### src/rtl/hmr_defines.svh
// Constants for the headset monitor router: widths, reset values, knob scale
`ifndef HMR_DEFINES_SVH
`define HMR_DEFINES_SVH

// Audio sample width, up to 24-bit words from the network and the mic converter
`define HMR_SAMPLE_W 24
// Knob position width, unsigned, full scale is unity gain minus one step
`define HMR_KNOB_W 8
// Mix accumulator width, room for three full-scale terms
`define HMR_SUM_W 26
// Knob full-scale value
`define HMR_KNOB_FULL 8'hFF
// Idle level of the active-low button and remote pins
`define HMR_PIN_IDLE 2'h3
// Latched button states start off
`define HMR_LATCH_RST 1'h0
// Audio outputs start silent
`define HMR_SAMPLE_RST 24'h00_0000
// Preamp gain selection after reset, lowest gain
`define HMR_GAIN_RST 2'h0

`endif

### src/rtl/hmr_pkg.sv
// Types shared by the headset monitor router files
`include "hmr_defines.svh"

package hmr_pkg;

    // Headphone source assignments, one of five
    typedef enum logic [2:0] {
        dual_mono_with_sidetone_mode,
        stereo_balance_sidetone_mode,
        two_pair_sidetone_mode,
        dual_mono_plus_pair_mode,
        dual_mono_both_sides_mode
    } hp_mode_t;

    // Main button behaviours
    typedef enum logic [2:0] {
        main_push_to_talk,
        main_push_to_mute,
        main_latching,
        main_always_on,
        main_always_off
    } main_mode_t;

    // Talkback button behaviours
    typedef enum logic [1:0] {
        tb_push_to_talk,
        tb_latching,
        tb_disabled
    } tb_mode_t;

    // What a remote-control input mirrors
    typedef enum logic [1:0] {
        rc_unused,
        rc_main,
        rc_talkback
    } rc_assign_t;

    // When the microphone is fed back into the headphones
    typedef enum logic [1:0] {
        st_off,
        st_always,
        st_with_main,
        st_with_talkback
    } sidetone_t;

    // Whole registered state of the router
    typedef struct packed {
        logic [1:0]                      main_sync;
        logic [1:0]                      tb_sync;
        logic [1:0]                      rc1_sync;
        logic [1:0]                      rc2_sync;
        logic                            main_prev;
        logic                            tb_prev;
        logic                            main_latch;
        logic                            tb_latch;
        logic                            main_on;
        logic                            tb_on;
        logic                            tally;
        logic signed [`HMR_SAMPLE_W-1:0] mic_hold;
        logic signed [`HMR_SAMPLE_W-1:0] hp_l;
        logic signed [`HMR_SAMPLE_W-1:0] hp_r;
        logic                            hp_valid;
        logic signed [`HMR_SAMPLE_W-1:0] main_tx;
        logic signed [`HMR_SAMPLE_W-1:0] tb_tx;
        logic                            tx_valid;
        logic [1:0]                      gain;
        logic                            phantom;
    } state_t;

endpackage

### src/rtl/headset_monitor_router.sv
// Headphone routing, sidetone mixing and button control of the announcer console
`timescale 1ns/10ps
`default_nettype none

`include "hmr_defines.svh"

module headset_monitor_router #(
    parameter int SAMPLE_W = `HMR_SAMPLE_W,
    parameter int KNOB_W   = `HMR_KNOB_W
) (
    input  wire logic                          i_clk,
    input  wire logic                          i_rst,
    input  wire logic signed [SAMPLE_W-1:0]    i_rx_ch1,
    input  wire logic signed [SAMPLE_W-1:0]    i_rx_ch2,
    input  wire logic signed [SAMPLE_W-1:0]    i_rx_ch3,
    input  wire logic signed [SAMPLE_W-1:0]    i_rx_ch4,
    input  wire logic                          i_rx_valid,
    input  wire logic signed [SAMPLE_W-1:0]    i_mic_sample,
    input  wire logic                          i_mic_valid,
    input  wire logic        [KNOB_W-1:0]      i_knob_a,
    input  wire logic        [KNOB_W-1:0]      i_knob_b,
    input  wire logic        [KNOB_W-1:0]      i_knob_c,
    input  wire hmr_pkg::hp_mode_t             i_hp_mode,
    input  wire hmr_pkg::sidetone_t            i_sidetone_mode,
    input  wire hmr_pkg::main_mode_t           i_main_mode,
    input  wire hmr_pkg::tb_mode_t             i_tb_mode,
    input  wire hmr_pkg::rc_assign_t           i_rc1_assign,
    input  wire hmr_pkg::rc_assign_t           i_rc2_assign,
    input  wire logic                          i_rc1_is_tally,
    input  wire logic                          i_led_scheme,
    input  wire logic        [1:0]             i_preamp_gain,
    input  wire logic                          i_phantom_en,
    input  wire logic                          i_main_btn_n,
    input  wire logic                          i_tb_btn_n,
    input  wire logic                          i_rc1_n,
    input  wire logic                          i_rc2_n,
    output logic signed      [SAMPLE_W-1:0]    o_hp_left,
    output logic signed      [SAMPLE_W-1:0]    o_hp_right,
    output logic                               o_hp_valid,
    output logic signed      [SAMPLE_W-1:0]    o_main_tx,
    output logic signed      [SAMPLE_W-1:0]    o_tb_tx,
    output logic                               o_tx_valid,
    output logic                               o_main_on,
    output logic                               o_tb_on,
    output logic                               o_mic_out_mute,
    output logic                               o_tally_out,
    output logic                               o_tally_oe_n,
    output logic             [1:0]             o_preamp_gain,
    output logic                               o_phantom_on,
    output logic                               o_main_led_red,
    output logic                               o_main_led_green,
    output logic                               o_tb_led_red,
    output logic                               o_tb_led_green
);

    // Three mix terms per side, left terms first
    localparam int TERMS = 6;

    hmr_pkg::state_t          st_reg;      // Registered state
    hmr_pkg::state_t          st_next;     // Next state

    logic signed [SAMPLE_W-1:0] term_src  [TERMS];  // Sample feeding each term
    logic        [KNOB_W-1:0]   term_gain [TERMS];  // Knob value for each term
    logic signed [SAMPLE_W-1:0] term_out  [TERMS];  // Scaled term
    logic signed [SAMPLE_W-1:0] sidetone;           // Mic audio when sidetone is live
    logic        [KNOB_W-1:0]   bal_l;              // Balance gain, left side
    logic        [KNOB_W-1:0]   bal_r;              // Balance gain, right side
    logic        [KNOB_W-1:0]   gain_al;            // Knob A times left balance
    logic        [KNOB_W-1:0]   gain_ar;            // Knob A times right balance
    logic        [KNOB_W:0]     bal_tmp_l;          // Doubled balance before clipping
    logic        [KNOB_W:0]     bal_tmp_r;          // Doubled balance before clipping
    logic        [2*KNOB_W-1:0] prod_l;             // Level times balance, left
    logic        [2*KNOB_W-1:0] prod_r;             // Level times balance, right
    logic                       rc1_hit;            // Remote 1 active and not tally
    logic                       rc2_hit;            // Remote 2 active
    logic                       main_press;         // Main button or its remotes
    logic                       tb_press;           // Talkback button or its remotes
    logic signed [SAMPLE_W-1:0] sum_l;              // Saturated left mix
    logic signed [SAMPLE_W-1:0] sum_r;              // Saturated right mix

    // Clip a wide mix back into the sample range
    function automatic logic signed [SAMPLE_W-1:0] saturate(input logic signed [`HMR_SUM_W-1:0] value);
        logic signed [`HMR_SUM_W-1:0] max_v;
        logic signed [`HMR_SUM_W-1:0] min_v;
        max_v = `HMR_SUM_W'((2 ** (SAMPLE_W - 1)) - 1);
        min_v = -max_v - `HMR_SUM_W'(1);
        if (value > max_v)
        begin
            saturate = max_v[SAMPLE_W-1:0];
        end
        else if (value < min_v)
        begin
            saturate = min_v[SAMPLE_W-1:0];
        end
        else
        begin
            saturate = value[SAMPLE_W-1:0];
        end
    endfunction

    // Balance: centre gives both sides nearly full, turning away fades one side
    always_comb
    begin
        bal_tmp_l = {1'b0, `HMR_KNOB_FULL - i_knob_b} << 1;
        bal_tmp_r = {1'b0, i_knob_b} << 1;
        bal_l     = bal_tmp_l[KNOB_W] ? `HMR_KNOB_FULL : bal_tmp_l[KNOB_W-1:0];
        bal_r     = bal_tmp_r[KNOB_W] ? `HMR_KNOB_FULL : bal_tmp_r[KNOB_W-1:0];
        prod_l    = i_knob_a * bal_l;
        prod_r    = i_knob_a * bal_r;
        gain_al   = prod_l[2*KNOB_W-1:KNOB_W];
        gain_ar   = prod_r[2*KNOB_W-1:KNOB_W];
    end

    // Sidetone follows the chosen condition; off suits a full-mix cue feed
    always_comb
    begin
        unique case (i_sidetone_mode)
            hmr_pkg::st_off:           sidetone = '0;
            hmr_pkg::st_always:        sidetone = st_reg.mic_hold;
            hmr_pkg::st_with_main:     sidetone = st_reg.main_on ? st_reg.mic_hold : '0;
            hmr_pkg::st_with_talkback: sidetone = st_reg.tb_on ? st_reg.mic_hold : '0;
        endcase
    end

    // Source and knob for each mix term, chosen by headphone mode
    always_comb
    begin
        for (int k = 0; k < TERMS; k++)
        begin
            term_src[k]  = '0;
            term_gain[k] = '0;
        end
        unique case (i_hp_mode)
            hmr_pkg::dual_mono_with_sidetone_mode:
            begin
                term_src[0] = i_rx_ch1;  term_gain[0] = i_knob_a;
                term_src[3] = i_rx_ch2;  term_gain[3] = i_knob_b;
                term_src[2] = sidetone;  term_gain[2] = i_knob_c;
                term_src[5] = sidetone;  term_gain[5] = i_knob_c;
            end
            hmr_pkg::stereo_balance_sidetone_mode:
            begin
                term_src[0] = i_rx_ch1;  term_gain[0] = gain_al;
                term_src[3] = i_rx_ch2;  term_gain[3] = gain_ar;
                term_src[2] = sidetone;  term_gain[2] = i_knob_c;
                term_src[5] = sidetone;  term_gain[5] = i_knob_c;
            end
            hmr_pkg::two_pair_sidetone_mode:
            begin
                term_src[0] = i_rx_ch1;  term_gain[0] = i_knob_a;
                term_src[3] = i_rx_ch2;  term_gain[3] = i_knob_a;
                term_src[1] = i_rx_ch3;  term_gain[1] = i_knob_b;
                term_src[4] = i_rx_ch4;  term_gain[4] = i_knob_b;
                term_src[2] = sidetone;  term_gain[2] = i_knob_c;
                term_src[5] = sidetone;  term_gain[5] = i_knob_c;
            end
            hmr_pkg::dual_mono_plus_pair_mode:
            begin
                term_src[0] = i_rx_ch1;  term_gain[0] = i_knob_a;
                term_src[3] = i_rx_ch2;  term_gain[3] = i_knob_b;
                term_src[1] = i_rx_ch3;  term_gain[1] = i_knob_c;
                term_src[4] = i_rx_ch4;  term_gain[4] = i_knob_c;
            end
            hmr_pkg::dual_mono_both_sides_mode:
            begin
                term_src[0] = i_rx_ch1;  term_gain[0] = i_knob_a;
                term_src[3] = i_rx_ch1;  term_gain[3] = i_knob_a;
                term_src[1] = i_rx_ch2;  term_gain[1] = i_knob_b;
                term_src[4] = i_rx_ch2;  term_gain[4] = i_knob_b;
                term_src[2] = i_rx_ch3;  term_gain[2] = i_knob_c;
                term_src[5] = i_rx_ch4;  term_gain[5] = i_knob_c;
            end
            default:
            begin
                // Unused codes leave the headphones silent
                term_src[0] = '0;
            end
        endcase
    end

    // One multiplier per term; knobs only set gain, audio stays digital
    for (genvar g = 0; g < TERMS; g++)
    begin : g_term
        hmr_scaler #(
            .SAMPLE_W (SAMPLE_W),
            .KNOB_W   (KNOB_W)
        ) u_scaler (
            .i_sample (term_src[g]),
            .i_gain   (term_gain[g]),
            .o_scaled (term_out[g])
        );
    end

    // Sum three terms per side in wide arithmetic, then clip
    always_comb
    begin
        sum_l = saturate(`HMR_SUM_W'(term_out[0]) + `HMR_SUM_W'(term_out[1])
                         + `HMR_SUM_W'(term_out[2]));
        sum_r = saturate(`HMR_SUM_W'(term_out[3]) + `HMR_SUM_W'(term_out[4])
                         + `HMR_SUM_W'(term_out[5]));
    end

    // Press decode after synchronisers; remote pins are active low
    always_comb
    begin
        rc1_hit    = !st_reg.rc1_sync[1] && !i_rc1_is_tally;
        rc2_hit    = !st_reg.rc2_sync[1];
        main_press = !st_reg.main_sync[1]
                     || (rc1_hit && i_rc1_assign == hmr_pkg::rc_main)
                     || (rc2_hit && i_rc2_assign == hmr_pkg::rc_main);
        tb_press   = !st_reg.tb_sync[1]
                     || (rc1_hit && i_rc1_assign == hmr_pkg::rc_talkback)
                     || (rc2_hit && i_rc2_assign == hmr_pkg::rc_talkback);
    end

    // Next state
    always_comb
    begin
        st_next = st_reg;

        // Two-flop synchronisers for the pins
        st_next.main_sync = {st_reg.main_sync[0], i_main_btn_n};
        st_next.tb_sync   = {st_reg.tb_sync[0], i_tb_btn_n};
        st_next.rc1_sync  = {st_reg.rc1_sync[0], i_rc1_n};
        st_next.rc2_sync  = {st_reg.rc2_sync[0], i_rc2_n};
        st_next.main_prev = main_press;
        st_next.tb_prev   = tb_press;

        // Latches toggle on each new press, cleared outside latching mode
        if (i_main_mode != hmr_pkg::main_latching)
        begin
            st_next.main_latch = `HMR_LATCH_RST;
        end
        else if (main_press && !st_reg.main_prev)
        begin
            st_next.main_latch = !st_reg.main_latch;
        end
        if (i_tb_mode != hmr_pkg::tb_latching)
        begin
            st_next.tb_latch = `HMR_LATCH_RST;
        end
        else if (tb_press && !st_reg.tb_prev)
        begin
            st_next.tb_latch = !st_reg.tb_latch;
        end

        // Main output state per button mode
        unique case (i_main_mode)
            hmr_pkg::main_push_to_talk: st_next.main_on = main_press;
            hmr_pkg::main_push_to_mute: st_next.main_on = !main_press;
            hmr_pkg::main_latching:     st_next.main_on = st_next.main_latch;
            hmr_pkg::main_always_on:    st_next.main_on = 1'b1;
            default:                    st_next.main_on = 1'b0;
        endcase

        // Talkback state per button mode
        unique case (i_tb_mode)
            hmr_pkg::tb_push_to_talk: st_next.tb_on = tb_press;
            hmr_pkg::tb_latching:     st_next.tb_on = st_next.tb_latch;
            default:                  st_next.tb_on = 1'b0;
        endcase

        // Tally follows main state only when the shared pin is an output
        st_next.tally = i_rc1_is_tally && st_reg.main_on;

        // Mic sample captured and sent to both transmit channels, gated
        st_next.tx_valid = i_mic_valid;
        if (i_mic_valid)
        begin
            st_next.mic_hold = i_mic_sample;
            st_next.main_tx  = st_reg.main_on ? i_mic_sample : '0;
            st_next.tb_tx    = st_reg.tb_on ? i_mic_sample : '0;
        end

        // Headphone frame; any frame rate works, each valid is one frame
        st_next.hp_valid = i_rx_valid;
        if (i_rx_valid)
        begin
            st_next.hp_l = sum_l;
            st_next.hp_r = sum_r;
        end

        // Analog-side controls
        st_next.gain    = i_preamp_gain;
        st_next.phantom = i_phantom_en;
    end

    // State register; pins idle high so synchronisers reset high
    always_ff @(posedge i_clk or posedge i_rst)
    begin
        if (i_rst)
        begin
            st_reg            <= '0;
            st_reg.main_sync  <= `HMR_PIN_IDLE;
            st_reg.tb_sync    <= `HMR_PIN_IDLE;
            st_reg.rc1_sync   <= `HMR_PIN_IDLE;
            st_reg.rc2_sync   <= `HMR_PIN_IDLE;
            st_reg.main_latch <= `HMR_LATCH_RST;
            st_reg.tb_latch   <= `HMR_LATCH_RST;
            st_reg.hp_l       <= `HMR_SAMPLE_RST;
            st_reg.hp_r       <= `HMR_SAMPLE_RST;
            st_reg.gain       <= `HMR_GAIN_RST;
        end
        else
        begin
            st_reg <= st_next;
        end
    end

    // Outputs straight from state; tally pin enable from i_rc1_is_tally
    assign o_hp_left      = st_reg.hp_l;
    assign o_hp_right     = st_reg.hp_r;
    assign o_hp_valid     = st_reg.hp_valid;
    assign o_main_tx      = st_reg.main_tx;
    assign o_tb_tx        = st_reg.tb_tx;
    assign o_tx_valid     = st_reg.tx_valid;
    assign o_main_on      = st_reg.main_on;
    assign o_tb_on        = st_reg.tb_on;
    assign o_mic_out_mute = !st_reg.main_on;
    assign o_tally_out    = st_reg.tally;
    // Pin released whenever it serves as remote input 1
    assign o_tally_oe_n   = !i_rc1_is_tally;
    assign o_preamp_gain  = st_reg.gain;
    assign o_phantom_on   = st_reg.phantom;

    // Scheme 0 lights green when live, red when off; scheme 1 swaps them
    assign o_main_led_green = st_reg.main_on ^ i_led_scheme;
    assign o_main_led_red   = !(st_reg.main_on ^ i_led_scheme);
    assign o_tb_led_green   = st_reg.tb_on ^ i_led_scheme;
    assign o_tb_led_red     = !(st_reg.tb_on ^ i_led_scheme);

endmodule

`default_nettype wire

### src/rtl/hmr_scaler.sv
// Knob-controlled scaling of one signed audio sample
`timescale 1ns/10ps
`default_nettype none

module hmr_scaler #(
    parameter int SAMPLE_W = 24,
    parameter int KNOB_W   = 8
) (
    input  wire logic signed [SAMPLE_W-1:0] i_sample,
    input  wire logic        [KNOB_W-1:0]   i_gain,
    output logic signed      [SAMPLE_W-1:0] o_scaled
);

    // Full product, knob treated as positive fraction below one
    logic signed [SAMPLE_W+KNOB_W:0] product;

    // Gain never reaches one, so the shifted product always fits the sample width
    always_comb
    begin
        product  = i_sample * $signed({1'b0, i_gain});
        o_scaled = product[KNOB_W +: SAMPLE_W];
    end

endmodule

`default_nettype wire

### config.mk
export PLATFORM = sky130hd
export DESIGN_NAME = headset_monitor_router
export DESIGN_NICKNAME = d
export VERILOG_FILES = /design/src/rtl/hmr_pkg.sv /design/src/rtl/headset_monitor_router.sv /design/src/rtl/hmr_scaler.sv
export VERILOG_INCLUDE_DIRS = /design/src /design/src/rtl
export SDC_FILE = /design/constraint.sdc
export NUM_CORES = 2
export LEC_CHECK = 0
export BUFFER_PORTS_ARGS = -buffer_cell sky130_fd_sc_hd__buf_2
export CELL_PAD_IN_SITES_DETAIL_PLACEMENT = 0
export CELL_PAD_IN_SITES_GLOBAL_PLACEMENT = 1
export CORE_MARGIN = 5
export CORE_UTILIZATION = 40
export CTS_CLUSTER_DIAMETER = 150
export CTS_CLUSTER_SIZE = 12
export DETAILED_ROUTE_END_ITERATION = 12
export PLACE_DENSITY_LB_ADDON = 0.12
export SETUP_SLACK_MARGIN = 0.4
export SKIP_CTS_REPAIR_TIMING = 1
export SYNTH_ARGS = -nofsm -noshare
export SYNTH_HDL_FRONTEND = slang
export SYNTH_SLANG_ARGS = --single-unit
### constraint.sdc
create_clock -name i_clk -period 22.9 [get_ports i_clk]
set_input_delay 2.29 -clock i_clk [delete_from_list [all_inputs] [get_ports i_clk]]
set_output_delay 2.29 -clock i_clk [all_outputs]
set_load 0.005 [all_outputs]
==> flow_metrics.tcl <==
set metrics [dict create \
    cp-start-kind "input port" \
    rsz0062_at_grt "false" \
    root_buffer "clkbuf_16" \
    yosysTopAreaCell "fa_1" \
    port-buffer-count 280 \
    die_area_mm2 0.137 \
    synth_area_mm2 0.0520 \
    ys_warn_count 0 \
    viasPerCell 5.25 \
    drc_errors 0 \
    cpPeakStageDelay_ps 680 \
    crit_type "in -> reg" \
    cts_inserted_buffers 17 \
    ys_seq_area_frac 0.0675 \
    initial_core_util 0.402 \
    period_needed_ps 15370 \
    setup_viol 0 \
    p_leak_uw 0.0289 \
    synth_cells 6125 \
    dominantRegCellSynth "dfrtp_1" \
    ant_nets 0 \
    die_w_um 371 \
    grt_util_all_layers 0.249 \
    synth_area_leaders "fa_1 39%, ha_1 11%, inv_1 9.2%" \
    cp-end-kind "flop" \
    largest_reg_flops 32 \
    ys_ff_latch 140 \
    timing.fmax_mhz 65.0 \
    holdCritPathClass "reg -> reg" \
    die_y_um 371 \
    outcome "finished clean" \
    path_max_fanout 40 \
    dp_slack_ps 7030 \
    finalNetCount 7797 \
    wl_um 168000 \
    p_total_uw 6070 \
    first_iter_violations 2725 \
    drive_gt1_frac 0.0804 \
    grt_max_degree 167 \
    cp.required_ps 23210 \
    cts_max_path_buffers 2 \
    critPathMostFrequentCell "fa_1" \
    slew_headroom 0.285 \
    antenna_found_initial 7 \
    power.density_mw_per_mm2 110 \
    skew_ps 25.9 \
    cts-htree-levels 4 \
    dr.pass1.iters 6 \
    dp.cells 7879 \
    avgSynthCellArea_um2 8.50 \
    max_slew.worst_pin.slew_ps 1070 \
    grt_pass1_vias 43594 \
    layout.cells.non_filler 7911 \
    path_clk_slew_ps 70 \
    final_cell_mix "1274 x inv_1, 1002 x fa_1, 826 x nor2_1" \
    layout_commonest_cell "inv_1" \
    io_pins 281 \
    syn-num-nets 7766 \
    syn2layout_area_growth_pct 5.95 \
    wl_per_cell_um 21.2 \
    cpMaxStageDelayCell "and2_1" \
    period_share 0.671 \
    vias 41505 \
    fp-row-count 132 \
    antenna_cells 0 \
    drv_slew 0 \
    overflow 0 \
    place_congestion 0.891 \
    cp.arrival_ps 15690 \
    core-area_mm2 0.129 \
    synth-edff-count 0 \
    synth_top_cell_area_share 0.385 \
    synth-async-reset-ratio 1.00 \
    ys_types 99 \
    cts_sinks 140 \
    dp_hpwl_um 143000 \
    final_util 0.426 \
    setup_tns_ps 0 \
    setup_ws_ps 7530 \
    clock_latency_ps 520 \
    grt_first_pass_wirelength_um 261000 \
    cts_tree "yes" \
    ir_drop_uv 156 \
    hold_viol 0 \
    max_cap_viol_count 0 \
]
-- cell type report --
class	instances	area, um2
fillers	13391	74200
multi-input cells	4387	42200
inverters	1275	4790
flip-flops and latches	140	3510
well taps	1742	2180
repair buffers	335	1830
clock buffers	18	439
clock inverters	14	170
-- path summary, 6_finish.rpt --
path | startpoint | end | slack, ps | depth (start not counted)
setup / recovery | i_knob_b[7] | o_hp_left[4] | 7530 | 48
hold / removal | st_next[139] | st_reg[139] | 350 | 0
setup reg to reg | o_tb_on | o_hp_right[16] | 11870 | 32
hold reg to reg | st_next[139] | st_reg[139] | 350 | 0
max in group asynchronous | i_rst | o_hp_right[17] | 19530 | 3
min in group asynchronous | i_rst | o_phantom_on | 1930 | 2
-- layer usage --
metal	vias to the layer above	GRT usage	wire length, um
met3	188	0.0312	9160
li1	19047	-	-
met2	1046	0.418	79400
met1	21220	0.341	74500
met5	-	0	21
met4	4	0.0701	4830
-- where the power goes --
part / leakage (uW) / total [uW] / switching, uW / internal [uW]
clock: 0.000300 / 315 / 147 / 168
sequential: 0.00171 / 380 / 45.4 / 334
combinational: 0.0269 / 5370 / 3280 / 2090
-- cells in the mapped netlist (9+ instances only) --
| cell | n |
|---|---|
| a22oi_1 | 106 |
| nand2b_1 | 24 |
| o21a_1 | 48 |
| a221o_1 | 23 |
| nor2_1 | 827 |
| nand4_1 | 15 |
| and2_1 | 78 |
| or2_2 | 33 |
| a211oi_1 | 21 |
| nor2b_1 | 86 |
| a22o_1 | 96 |
| nand3_1 | 139 |
| a31oi_1 | 20 |
| o21bai_1 | 27 |
| buf_1 | 19 |
| nand2_1 | 527 |
| nor3_1 | 35 |
| inv_1 | 1275 |
| buf_2 | 20 |
| mux2_2 | 25 |
| a21oi_1 | 140 |
| dfrtp_1 | 132 |
| xor2_1 | 61 |
| a21o_1 | 84 |
| o22ai_1 | 23 |
| ha_1 | 468 |
| o211ai_1 | 9 |
| fa_1 | 1002 |
| o21ai_0 | 138 |
| clkbuf_1 | 181 |
| xnor2_1 | 147 |
| buf_4 | 101 |
| and3_1 | 13 |
| or3_1 | 13 |
-- worst max-delay path: cells and delay by family --
kind / cells / cell delay (ps)
fa+ha+maj: 12 / 5360
compound gates: 22 / 4960
simple gates: 7 / 1840
buf+inv: 6 / 1060
xor+xnor: 1 / 170
-- per-stage QoR --
step / area, um2 / hold WS [ps]
after CTS: 55100 / 356
after floorplan: 52000 / 345
after detailed placement: 54500 / 347
after global placement: 54500 / 346
after global routing: 55100 / 360
final: 55100 / 352
-- logic make-up (layout without fill, tap and decap cells) --
logic type / Yosys count / after routing / share of synthesized area
multiplexers: 28 / 28 / 0.00606
AO/OA/AOI/OAI: 847 / 847 / 0.116
XOR/XNOR: 209 / 209 / 0.0355
adder cells (fa/ha/maj): 1471 / 1471 / 0.498
buffers and inverters: 1598 / 1642 / 0.123
AND/OR/NAND/NOR: 1832 / 1832 / 0.153
flip-flops: 140 / 140 / 0.0675
Power figures use the tool's default switching activity.
